### src/rtl/wdt_cfg.svh
// constants for the watchdog timer block
`ifndef WDT_CFG_SVH
`define WDT_CFG_SVH
`define WDT_MODE_ADDR 8'h0f
`define WDT_MODE_BANK 4'hf
`define WDT_MODE_RESET 5'h0c
`define WDT_BIT_HALT 2
`define WDT_BIT_STOP 3
`define WDT_BIT_XTAL 4
`define WDT_WIN_CYCLES 60
`define WDT_TAP0 256
`define WDT_TAP1 512
`define WDT_TAP2 1024
`define WDT_TAP3 4096
`define WDT_RST_DELAY 16
`endif

### src/rtl/wdt_pkg.sv
// types for the watchdog timer block
package wdt_pkg;
  typedef struct packed {
    logic xtal_sel;
    logic stop_run;
    logic halt_run;
    logic [1:0] tap;
  } wdt_mode_t;
  typedef struct packed {
    logic wr;
    logic [3:0] bank;
    logic [7:0] addr;
    logic [7:0] data;
  } wdt_reg_wr_t;
  typedef struct packed {
    logic z;
    logic s;
    logic v;
  } wdt_flags_t;
  typedef enum logic [1:0] {ST_IDLE, ST_RUN, ST_DELAY} wdt_state_t;
endpackage : wdt_pkg

### src/rtl/wdt_top.sv
// watchdog timer with window-locked mode register and supply reset
`timescale 1ns/100ps
`default_nettype none
`include "wdt_cfg.svh"
module wdt_top #(
  parameter int DELAY = `WDT_RST_DELAY
) (
  input wire logic CLK,
  input wire logic RST_B,
  input wire logic CE,
  input wire wdt_pkg::wdt_reg_wr_t REG_WR,
  input wire logic WDT_INSTR,
  input wire logic FIRST_INSTR,
  input wire logic HALT_MODE,
  input wire logic STOP_MODE,
  input wire logic XTAL_RUNNING,
  input wire logic RC_TICK,
  input wire logic XTAL_TICK,
  input wire logic PERMANENT,
  input wire logic SUPPLY_LOW,
  output logic GLOBAL_RESET,
  output logic RESET_DELAY,
  output logic CONFIG_RESET,
  output logic FLAGS_VALID,
  output wdt_pkg::wdt_flags_t FLAGS,
  output var wdt_pkg::wdt_mode_t MODE
);
  import wdt_pkg::*;
  logic [1:0] rst_sync_reg;
  logic rst_n;
  logic [1:0] lv_sync_reg;
  logic [1:0] rc_sync_reg;
  logic [1:0] xt_sync_reg;
  logic [1:0] xr_sync_reg;
  logic rc_prev_reg;
  logic xt_prev_reg;
  always_ff @(posedge CLK or negedge RST_B) begin
    if (!RST_B) begin
      rst_sync_reg <= 2'b00;
    end else begin
      rst_sync_reg <= {rst_sync_reg[0], 1'b1};
    end
  end
  assign rst_n = rst_sync_reg[1];
  always_ff @(posedge CLK or negedge rst_n) begin
    if (!rst_n) begin
      lv_sync_reg <= 2'b00;
      rc_sync_reg <= 2'b00;
      xt_sync_reg <= 2'b00;
      xr_sync_reg <= 2'b00;
      rc_prev_reg <= 1'b0;
      xt_prev_reg <= 1'b0;
    end else if (CE) begin
      lv_sync_reg <= {lv_sync_reg[0], SUPPLY_LOW};
      rc_sync_reg <= {rc_sync_reg[0], RC_TICK};
      xt_sync_reg <= {xt_sync_reg[0], XTAL_TICK};
      xr_sync_reg <= {xr_sync_reg[0], XTAL_RUNNING};
      rc_prev_reg <= rc_sync_reg[1];
      xt_prev_reg <= xt_sync_reg[1];
    end
  end
  logic rc_edge;
  logic xt_edge;
  assign rc_edge = rc_sync_reg[1] && !rc_prev_reg;
  assign xt_edge = xt_sync_reg[1] && !xt_prev_reg;

  function automatic logic [12:0] tap_limit(input logic [1:0] tap);
    unique case (tap)
      2'b00: tap_limit = 13'(`WDT_TAP0);
      2'b01: tap_limit = 13'(`WDT_TAP1);
      2'b10: tap_limit = 13'(`WDT_TAP2);
      2'b11: tap_limit = 13'(`WDT_TAP3);
    endcase
  endfunction : tap_limit

  wdt_mode_t mode_reg;
  wdt_mode_t mode_next;
  wdt_state_t state_reg;
  wdt_state_t state_next;
  logic [12:0] cnt_reg;
  logic [12:0] cnt_next;
  logic [7:0] dly_reg;
  logic [7:0] dly_next;
  logic stop_to_reg;
  logic stop_to_next;
  wdt_flags_t flags_reg;
  wdt_flags_t flags_next;
  logic fv_reg;
  logic fv_next;
  logic win_open;
  logic win_restart;
  logic mode_hit;
  logic tick;
  logic active;

  wdt_window #(
    .CYCLES(`WDT_WIN_CYCLES)
  ) u_window (
    .clk(CLK),
    .rst_n(rst_n),
    .ce(CE),
    .restart(win_restart),
    .first_instr(FIRST_INSTR),
    .open(win_open)
  );
  // window restarts during any watchdog reset delay, and in stop once the window has closed
  assign win_restart = (state_reg == ST_DELAY) || (STOP_MODE && !win_open);
  assign mode_hit = REG_WR.wr && REG_WR.bank == `WDT_MODE_BANK && REG_WR.addr == `WDT_MODE_ADDR;

  always_comb begin
    // source select; in stop, crystal only counts while it runs
    if (mode_reg.xtal_sel) begin
      tick = xt_edge && !(STOP_MODE && !xr_sync_reg[1]);
    end else begin
      tick = rc_edge;
    end
    active = PERMANENT
      || ((!HALT_MODE || mode_reg.halt_run) && (!STOP_MODE || mode_reg.stop_run));
  end

  always_comb begin
    mode_next = mode_reg;
    state_next = state_reg;
    cnt_next = cnt_reg;
    dly_next = dly_reg;
    stop_to_next = stop_to_reg;
    flags_next = flags_reg;
    fv_next = 1'b0;
    if (mode_hit && win_open && !win_restart) begin
      mode_next = REG_WR.data[4:0];
    end
    if (WDT_INSTR) begin
      flags_next = '{z: 1'b0, s: 1'b0, v: 1'b0};
      fv_next = 1'b1;
    end
    unique case (state_reg)
      ST_IDLE: begin
        if (WDT_INSTR) begin
          state_next = ST_RUN;
          cnt_next = 13'h0000;
        end
      end
      ST_RUN: begin
        if (WDT_INSTR) begin
          cnt_next = 13'h0000;
        end else if (tick && active) begin
          if (cnt_reg + 13'h0001 >= tap_limit(mode_reg.tap)) begin
            state_next = ST_DELAY;
            dly_next = 8'h00;
            stop_to_next = STOP_MODE;
          end else begin
            cnt_next = cnt_reg + 13'h0001;
          end
        end
      end
      ST_DELAY: begin
        if (dly_reg + 8'h01 >= 8'(DELAY)) begin
          state_next = ST_IDLE;
          cnt_next = 13'h0000;
          // a normal timeout also restores mode defaults
          if (!stop_to_reg) begin
            mode_next = `WDT_MODE_RESET;
          end
        end else begin
          dly_next = dly_reg + 8'h01;
        end
      end
    endcase
  end

  always_ff @(posedge CLK or negedge rst_n) begin
    if (!rst_n) begin
      mode_reg <= `WDT_MODE_RESET;
      state_reg <= ST_IDLE;
      cnt_reg <= 13'h0000;
      dly_reg <= 8'h00;
      stop_to_reg <= 1'b0;
      flags_reg <= '0;
      fv_reg <= 1'b0;
    end else if (CE) begin
      mode_reg <= mode_next;
      state_reg <= state_next;
      cnt_reg <= cnt_next;
      dly_reg <= dly_next;
      stop_to_reg <= stop_to_next;
      flags_reg <= flags_next;
      fv_reg <= fv_next;
    end
  end

  assign RESET_DELAY = state_reg == ST_DELAY;
  assign CONFIG_RESET = RESET_DELAY && !stop_to_reg;
  assign GLOBAL_RESET = RESET_DELAY || lv_sync_reg[1] || !rst_n;
  assign FLAGS = flags_reg;
  assign FLAGS_VALID = fv_reg;
  assign MODE = mode_reg;
endmodule : wdt_top
`default_nettype wire

### src/rtl/wdt_window.sv
// write window counter for the watchdog mode register
`timescale 1ns/100ps
`default_nettype none
`include "wdt_cfg.svh"
module wdt_window #(
  parameter int CYCLES = `WDT_WIN_CYCLES
) (
  input wire logic clk,
  input wire logic rst_n,
  input wire logic ce,
  input wire logic restart,
  input wire logic first_instr,
  output logic open
);
  logic [7:0] cnt_reg;
  logic [7:0] cnt_next;
  logic armed_reg;
  logic armed_next;
  always_comb begin
    cnt_next = cnt_reg;
    armed_next = armed_reg;
    if (restart) begin
      cnt_next = 8'h00;
      armed_next = 1'b0;
    end else if (!armed_reg) begin
      if (first_instr) begin
        armed_next = 1'b1;
      end
    end else if (cnt_reg < 8'(CYCLES)) begin
      cnt_next = cnt_reg + 8'h01;
    end
  end
  always_ff @(posedge clk or negedge rst_n) begin
    if (!rst_n) begin
      cnt_reg <= 8'h00;
      armed_reg <= 1'b0;
    end else if (ce) begin
      cnt_reg <= cnt_next;
      armed_reg <= armed_next;
    end
  end
  // open before the first instruction and for the counted cycles after it
  assign open = !armed_reg || cnt_reg < 8'(CYCLES);
endmodule : wdt_window
`default_nettype wire

### config.mk
export PLATFORM = sky130hd
export DESIGN_NAME = wdt_top
export DESIGN_NICKNAME = d
export VERILOG_FILES = /design/src/rtl/wdt_pkg.sv /design/src/rtl/wdt_top.sv /design/src/rtl/wdt_window.sv
export VERILOG_INCLUDE_DIRS = /design/src /design/src/rtl
export SDC_FILE = /design/constraint.sdc
export NUM_CORES = 1
export LEC_CHECK = 0
export CAP_MARGIN = 20
export CORE_ASPECT_RATIO = 0.8
export CORE_UTILIZATION = 35
export CTS_BUF_LIST = sky130_fd_sc_hd__clkbuf_16
export DETAILED_ROUTE_END_ITERATION = 10
export DONT_BUFFER_PORTS = 1
export GPL_ROUTABILITY_DRIVEN = 1
export PLACE_DENSITY = 0.62
export REMOVE_ABC_BUFFERS = 1
export SYNTH_ARGS = -nofsm -noshare
export SYNTH_HDL_FRONTEND = slang
export SYNTH_SLANG_ARGS = --single-unit
export TNS_END_PERCENT = 5
### constraint.sdc
create_clock -name CLK -period 1.4 [get_ports CLK]
set_clock_uncertainty 0.05 [all_clocks]
set_input_delay 0.14 -clock CLK [delete_from_list [all_inputs] [get_ports CLK]]
set_output_delay 0.14 -clock CLK [all_outputs]
set_load 0.02 [all_outputs]
Word level (Yosys, flattened, before mapping). Index checks and enable logic that the tools add are counted.

Bitwise gates (word level): 1. Equality and inequality tests: 15. Mux-type cells: 33. Add/sub/neg operators: 3. Reductions and logical operators: 40. $lt $le $gt $ge: 3.

Operators with widths (count): $mux W13 (8); $mux W8 (7); $pmux W13 S4 (1); $pmux W13 S3 (1); $mux W5 (4); $add A8 B1 Y8 const B (2); $pmux W8 S2 (1); $add A13 B1 Y13 const B (1); $ge A13 B13 Y1 (1); $logic_and A1 B1 Y1 (12); $reduce_and A6 Y1 (2); $logic_not A1 Y1 (11); $mux W2 (5); $ne A2 B2 Y1 const B (5); $reduce_and A5 Y1 (2); $eq A8 B4 Y1 const B (1); $ge A8 B5 Y1 const B (1); $lt A8 B6 Y1 const B (1); $logic_or A1 B1 Y1 (7); $eq A2 B2 Y1 const B (3); $ne A3 B3 Y1 const B (2); $pmux W2 S3 (1); $reduce_bool A2 Y1 (3); $mux W1 (5); other kinds (6) (8).

Logic and storage cells: 113. Flip-flop bits (word level): 51.

Logic depth before layout (Yosys ltp). Gate-level depths: netlist (run 1).

Depth after elaboration: 14. Depth in mapped cells: 15.

Cells and area by module. A second synthesis (run 1) with hierarchy kept.

Cell total of the unflattened synthesis: 291. Area, all modules: 2951.6 µm².

Modules (own cells, without submodules): wdt_top (instances 1, sequential area each 1053.5 µm², cells an instance 246, area an instance 2474.9 µm²); wdt_window (instances 1, sequential area each 225.2 µm², cells an instance 45, area an instance 476.7 µm²).

Worst setup path before layout (run 1). No wires, ideal clock.

Kind: register to register. Start point: register cnt_reg[0]. End point: register dly_reg[2]. Arrival: 2.928 ns. Data required time: 1.230 ns. Stages on the path, launching flop included: 15. Library setup time: 0.120 ns. Path slack: -1.699 ns. Cell sequence: dfrtp_1 -> ha_1 -> nand4_1 -> inv_1 -> nand3_1 -> nor3_1 -> xor2_1 -> ha_1 -> nand3_1 -> a21oi_1 -> o31ai_1 -> a311o_2 -> a21o_4 -> a221o_1 -> a41o_1.

Word-level cells in the longest chain between the ends: 4.

Ends and longest elaborated chain: start, declared (RTL line wdt_top.sv:80) `logic [12:0] cnt_reg;`; start signal, assigned (RTL line wdt_top.sv:183) `cnt_reg <= cnt_next;`; $add A13 B1 Y13 (RTL line wdt_top.sv:147) `if (cnt_reg + 13'h0001 >= tap_limit(mode_reg.tap)) begin`; $ge A13 B13 Y1 (RTL line wdt_top.sv:147); $ne A2 B2 Y1 (no source line); $reduce_and A6 Y1 (no source line); end signal, assigned (RTL line wdt_top.sv:184) `dly_reg <= dly_next;`; end, declared (RTL line wdt_top.sv:82) `logic [7:0] dly_reg;`.

Every way passes these cells. A chain may end at the register's enable or synchronous reset.

Worst setup path after layout (run 1).
Start point: register cnt_reg[1]. End point: register dly_reg[2].

Same word-level chain as after synthesis.

==> results_dict.tcl, run 1 <==
set metrics [dict create \
    status "complete, but fails checks" \
    violations "setup timing" \
    synth_xor_area_frac 0.0237 \
    end_kind "flip-flop" \
    synth_simple_gate_area_share 0.213 \
    layout_setup_ws_ns -1.60 \
    route.vias.total 2653 \
    fmax_mhz 333 \
    gr-total-overflow 0 \
    setup_violations 32 \
    cap_viol_max_count 0 \
    fin_cells 499 \
    crit_type "flip-flop to flip-flop" \
    grt_pass1_vias 2552 \
    viasPerCell 5.32 \
    crit_buf_inv 1 \
    finalHoldViolCount 0 \
    diodes 0 \
    layout.nets 433 \
    vdd_ir_drop_max_v 0.000724 \
    power.leakage_nw 1.88 \
    post-route-drc-count 0 \
    synth_edf_count 0 \
    layout_commonest_cell "buf_4" \
    fin_crit_ns 3.00 \
    drt_iter0_drc 121 \
    path_clk_slew_ns 0.07 \
    area_delta_synth_final_pct 39.8 \
    fp.dieH_um 84.2 \
    synthAdderAreaFrac 0.0423 \
    synth_top_flop_cell "dfrtp_1" \
    synth_top_family_by_area "simple AND/OR/NAND/NOR gates" \
    crit_chain "ha_2 -> nand4_1 -> inv_1 -> nand3_2 -> nor3_2 -> xor2_1 -> ha_1 -> nand3_1 -> a21oi_1 -> o31ai_1 -> a311o_2 -> a21o_4 -> a221o_1 -> a41o_1" \
    nFillCells 729 \
    largest_reg_flops 13 \
    dpl.hpwl_um 5280 \
    grt_max_degree 50 \
    dp_cells 473 \
    seqCellArea_sq_um 1280 \
    hold_path_class "primary input to async pin" \
    yosys.cell_types.count 65 \
    synthMuxAreaShare 0.0563 \
    floorplan.initialDensity 0.367 \
    worst_pin_slew_ns 0.502 \
    yosysSeqAreaShare 0.433 \
    cts_tree "done" \
    worstPathRequired_ns 1.54 \
    cts-htree-levels 2 \
    wl_um 7570 \
    drt_first_pass_iters 4 \
    cp_top_family "compound AO/OA/AOI/OAI gates" \
    ys_warn_count 0 \
    synth_seq_cells 51 \
    critPathMaxFanout 5 \
    netlist_area_sq_um 2960 \
    die_w_um 105 \
    powerDensity_nw_per_um2 1030 \
    syn_area_per_cell_sq_um 9.82 \
    cts_root_buf "clkbuf_16" \
    layout_common_cells "buf_4 (73), dfrtp_1 (47), nand2_1 (26)" \
    fp.coreArea_sq_um 8060 \
    postRouteAntennaNets 0 \
    clkLatencyLatePin_ns 0.30 \
    synth-compound-area-share 0.184 \
    crit_path_start_kind "flip-flop" \
    multi_input_area_sq_um 1700 \
    async_flop_share 1.00 \
    wl_per_cell_um 15.2 \
    cts_buffers 5 \
    synth_cells 301 \
    rsz0062_at_grt "true" \
    boundaryPins 45 \
    finalCritPeriodShare 2.14 \
    port_buffers 0 \
    fin_util 0.513 \
    cts_sinks 51 \
    max_stage_delay_ns 0.40 \
    gp_routability_congestion 0.867 \
    cpMaxStageDelayCell "a311o_2" \
    grt_antenna_before_repair 0 \
    rows 29 \
    maxSlewHeadroom 0.657 \
    drive_above_1_share 0.389 \
    die_area_sq_um 8820 \
    grt_use_total 0.183 \
    worstPathArrival_ns 3.14 \
    slew_viol_final 0 \
    cts_buffer_depth 2 \
    grt_pass1_wl_um 12800 \
]
[cells by family (layout without fill, tap and decap cells)]
kind of cell             Yosys count  count (layout)
XOR/XNOR                           8               8
adder cells (fa/ha/maj)           10              10
other                              2               4
AO/OA/AOI/OAI                     71              71
multiplexers                      15              15
buffers and inverters             31             119
AND/OR/NAND/NOR                  113             113
flip-flops                        51              51
[synth_stat cells, drive strengths merged, types with 7 or more instances]
master  instances  area share
mux2           13       0.050
nand3          13       0.026
a22o            7       0.021
a21oi          11       0.020
o31ai           7       0.018
nand2          30       0.038
dfrtp          49        0.41
ha             10       0.042
clkbuf          7      0.0089
nor2           20       0.026
inv            14       0.018
nand4          12       0.028
buf            10       0.019
[metal layers]
metal / vias up / share of wire / wire [um] / GRT usage
met4: 0 / 0.0093 / 70 / 0.0461
li1: 1290 / - / - / -
met2: 69 / 0.44 / 3360 / 0.280
met3: 5 / 0.045 / 341 / 0.0326
met1: 1289 / 0.50 / 3800 / 0.268
met5: - / 0 / 0 / 0
[area by class of cell]
cell class	instances	share of cell area
Clock buffer	5	0.0303
Clock inverter	3	0.00545
Multi-Input combinational cell	221	0.412
Timing Repair Buffer	97	0.197
Tap cell	108	0.0327
Inverter	14	0.0127
Sequential cell	51	0.310
[report_power, final]
| group | internal (mW) | total [mW] | switching, mW |
|---|---|---|---|
| logic | 0.610 | 1.21 | 0.596 |
| clock network | 0.670 | 1.25 | 0.577 |
| registers | 1.65 | 1.78 | 0.138 |
| total | 2.93 | 4.24 | 1.31 |
[final timing paths]
kind / startpoint / slack (ns) / cells after the start / to
worst min register to register: rst_sync_reg[1] / 0.27 / 1 / rc_prev_reg
worst max-delay path: cnt_reg[1] / -1.60 / 14 / dly_reg[2]
min in group CLK: CE / 0.02 / 3 / u_window.cnt_reg[1]
worst min-delay path: RST_B / 0.02 / 1 / rst_sync_reg[0]
worst max register to register: cnt_reg[1] / -1.60 / 14 / dly_reg[2]
max in group asynchronous: rst_sync_reg[1] / 0.75 / 1 / MODE[2]
[stage by stage]
step	setup TNS [ns]	power [mW]	cell area [sq um]	hold slack (ns)	setup slack (ns)
finish	-38.66	4.24	4130	0.0177	-1.60
CTS	-41.29	4.23	4080	0.00887	-1.58
global route	-45.05	4.45	4130	0.0275	-1.83
floorplan	-50.06	2.40	2880	-0.206	-1.71
detailed placement	-42.81	2.88	3620	-0.206	-1.72
global placement	-41.28	2.84	3620	-0.206	-1.63
[what timing repair did]
action                                 CTS  global route
gates resized for setup                 37            19
endpoints found under the hold margin   21             0
pin swaps                               25             5
setup endpoints to repair               41            50
setup buffers                            4             0
hold buffers                            14             0
gates cloned                             0             0
Power figures use the tool's default switching activity.
==> run 2: changes to the inputs <==
--- a/config.mk
+++ b/config.mk
@@ -6,6 +6,7 @@
 export SDC_FILE = /design/constraint.sdc
 export NUM_CORES = 1
 export LEC_CHECK = 0
+export ABC_AREA = 1
 export CAP_MARGIN = 20
 export CORE_ASPECT_RATIO = 0.8
 export CORE_UTILIZATION = 35
==> run 2 against run 1 <==
  * The flow still finishes with violations (setup timing)
  * Synthesized cell count grew 37%
  * Critical path type unchanged
  * Area after synthesis rose by 3.2%
  * Utilization up 0.57 points
==> results_dict.tcl, run 2 <==
set metrics [dict create \
    max_stage_delay_ns 0.38 \
    nFillCells 828 \
    wl_um 7930 \
    hold_path_class "primary input to async pin" \
    fmax_mhz 399 \
    syn_area_per_cell_sq_um 7.40 \
    crit_chain "buf_4 -> buf_4 -> nand2_1 -> nor2_4 -> nand4_1 -> xor2_1 -> inv_1 -> ha_1 -> nand3_4 -> inv_2 -> nand3_2 -> nand2_4 -> nor2_8 -> nand3_4 -> nand2_4 -> buf_6 -> nand3_1 -> nand2_1" \
    dpl.hpwl_um 5620 \
    cts_sinks 51 \
    grt_max_degree 50 \
    dp_cells 599 \
    total_power_mw 4.41 \
    wl_per_cell_um 12.7 \
    worst_pin_slew_ns 0.802 \
    setup_violations 34 \
    port_buffers 0 \
    fin_crit_ns 2.51 \
    cts_buffers 5 \
    path_clk_slew_ns 0.07 \
    die_area_sq_um 9100 \
    synth_seq_cells 51 \
    cap_viol_max_count 0 \
    clkLatencyLatePin_ns 0.30 \
    boundaryPins 45 \
    layout_setup_ws_ns -1.11 \
    yosys.cell_types.count 33 \
    layout.nets 554 \
    cpMaxStageDelayCell "dfrtp_1" \
    synth_top_flop_cell "dfrtp_1" \
    grt_use_total 0.182 \
    viasPerCell 4.63 \
    synthTopCellsByCount "nand2_1 (139), inv_1 (53), dfrtp_1 (49)" \
    cts-htree-levels 2 \
    slew_viol_final 0 \
    diodes 0 \
    post-route-drc-count 0 \
    grt_pass1_vias 2800 \
    largest_reg_flops 13 \
    gr-total-overflow 0 \
    grt_pass1_wl_um 13000 \
    crit_path_start_kind "flip-flop" \
    route.vias.total 2889 \
    yosys-top-cells-area "dfrtp_1 (40%), nand2_1 (17%), nand3_1 (6.6%), inv_1 (6.5%), nor2_1 (4.4%)" \
    vdd_ir_drop_max_v 0.000542 \
    synth_edf_count 0 \
    power.leakage_nw 2.27 \
    postRouteAntennaNets 0 \
    crit_type "flip-flop to flip-flop" \
    netlist.area_leader.share 0.402 \
    fp.coreArea_sq_um 8480 \
    layout_commonest_cell "nand2_1" \
    cts_tree "done" \
    grt_antenna_before_repair 0 \
    finalHoldViolCount 0 \
    fin_cells 624 \
    critPathMaxFanout 8 \
    async_flop_share 1.00 \
    end_kind "flip-flop" \
    rsz0062_at_grt "true" \
    fin_util 0.519 \
    floorplan.initialDensity 0.360 \
    status "complete, but fails checks" \
    yosysMostFrequentCell "nand2_1" \
    synth_cells 412 \
    finalCritPeriodShare 1.79 \
    cts_buffer_depth 2 \
    drive_above_1_share 0.336 \
    fp.dieH_um 85.5 \
    dp_slack_ns -1.12 \
    gp_routability_congestion 0.860 \
    worstPathRequired_ns 1.58 \
    maxSlewHeadroom 0.465 \
    setup_tns_ns -26.59 \
    yosys.area.top_type "dfrtp_1" \
    yosysSeqAreaShare 0.419 \
    area_delta_synth_final_pct 44.3 \
    ys_warn_count 0 \
    cts_root_buf "clkbuf_16" \
    layout_common_cells "nand2_1 (132), buf_4 (83), dfrtp_1 (48)" \
    powerDensity_nw_per_um2 1000 \
    worstPathArrival_ns 2.69 \
    netlist_area_sq_um 3050 \
    drt_first_pass_iters 4 \
    drt_iter0_drc 129 \
    rows 30 \
    violations "setup timing" \
    die_w_um 106 \
]
==> run 2: cells by family after synthesis <==
logic type / after synthesis / synth area share
buffers and inverters: 65 / 0.0890
XOR/XNOR: 11 / 0.0316
flip-flops: 51 / 0.419
adder cells (fa/ha/maj): 10 / 0.0410
AND/OR/NAND/NOR: 251 / 0.375
other: 2 / 0.00246
AO/OA/AOI/OAI: 22 / 0.0418
==> run 2: timing repair <==
item	4_1_cts	5_1_grt
buffers inserted	3	4
endpoints found under the hold margin	18	0
resized for setup	35	35
hold buffers	10	0
setup endpoints to repair	40	42
pin swaps	14	15
==> run 2: power breakdown <==
group	internal [mW]	switching, mW	leakage, nW
clock network	0.835	0.558	0.0812
registers	1.61	0.101	0.670
logic	0.577	0.732	1.52
==> run 2: path summary, 6_finish.rpt <==
check	slack [ns]	start	to	depth (start not counted)
setup / recovery	-1.11	cnt_reg[0]	cnt_reg[7]	18
hold / removal	0.02	RST_B	rst_sync_reg[1]	1
setup reg to reg	-1.11	cnt_reg[0]	cnt_reg[7]	18
hold reg to reg	0.29	rst_sync_reg[1]	u_window.cnt_reg[6]	1
max in group asynchronous	0.72	rst_sync_reg[1]	MODE[3]	1
min in group CLK	0.02	REG_WR[1]	MODE[1]	4
==> run 2: metal layers <==
metal  part of all wire  vias to the layer above  GRT usage
met5                  0                        -          0
met4             0.0079                        0     0.0379
met3              0.046                        5     0.0448
met2               0.48                       45      0.315
met1               0.46                     1353      0.233
li1                   -                     1486          -
==> run 2: critical path: cells and delay by family (launching register included) <==
| family | cells | cell delay, ns |
|---|---|---|
| xor gates and xnor gates | 1 | 0.22 |
| and+or+nand+nor | 11 | 0.95 |
| DFF | 1 | 0.38 |
| adders and majority gates | 1 | 0.33 |
| buffers and inverters | 5 | 0.52 |
==> run 2: stage by stage <==
step / area [sq um] / hold WS, ns
after CTS: 4210 / 0.0198
after global placement: 3780 / -0.206
after floorplan: 2990 / -0.206
after detailed placement: 3780 / -0.206
final: 4400 / 0.0188
after global routing: 4400 / 0.0247
==> run 2: area by class of cell <==
type | instances | area [sq um] | share of cell area
Clock inverter | 3 | 38.8 | 0.00881
Clock buffer | 5 | 125 | 0.0284
Inverter | 55 | 209 | 0.0475
Sequential cell | 51 | 1280 | 0.291
Multi-Input combinational cell | 298 | 1790 | 0.406
Tap cell | 112 | 140 | 0.0318
Timing Repair Buffer | 100 | 822 | 0.187
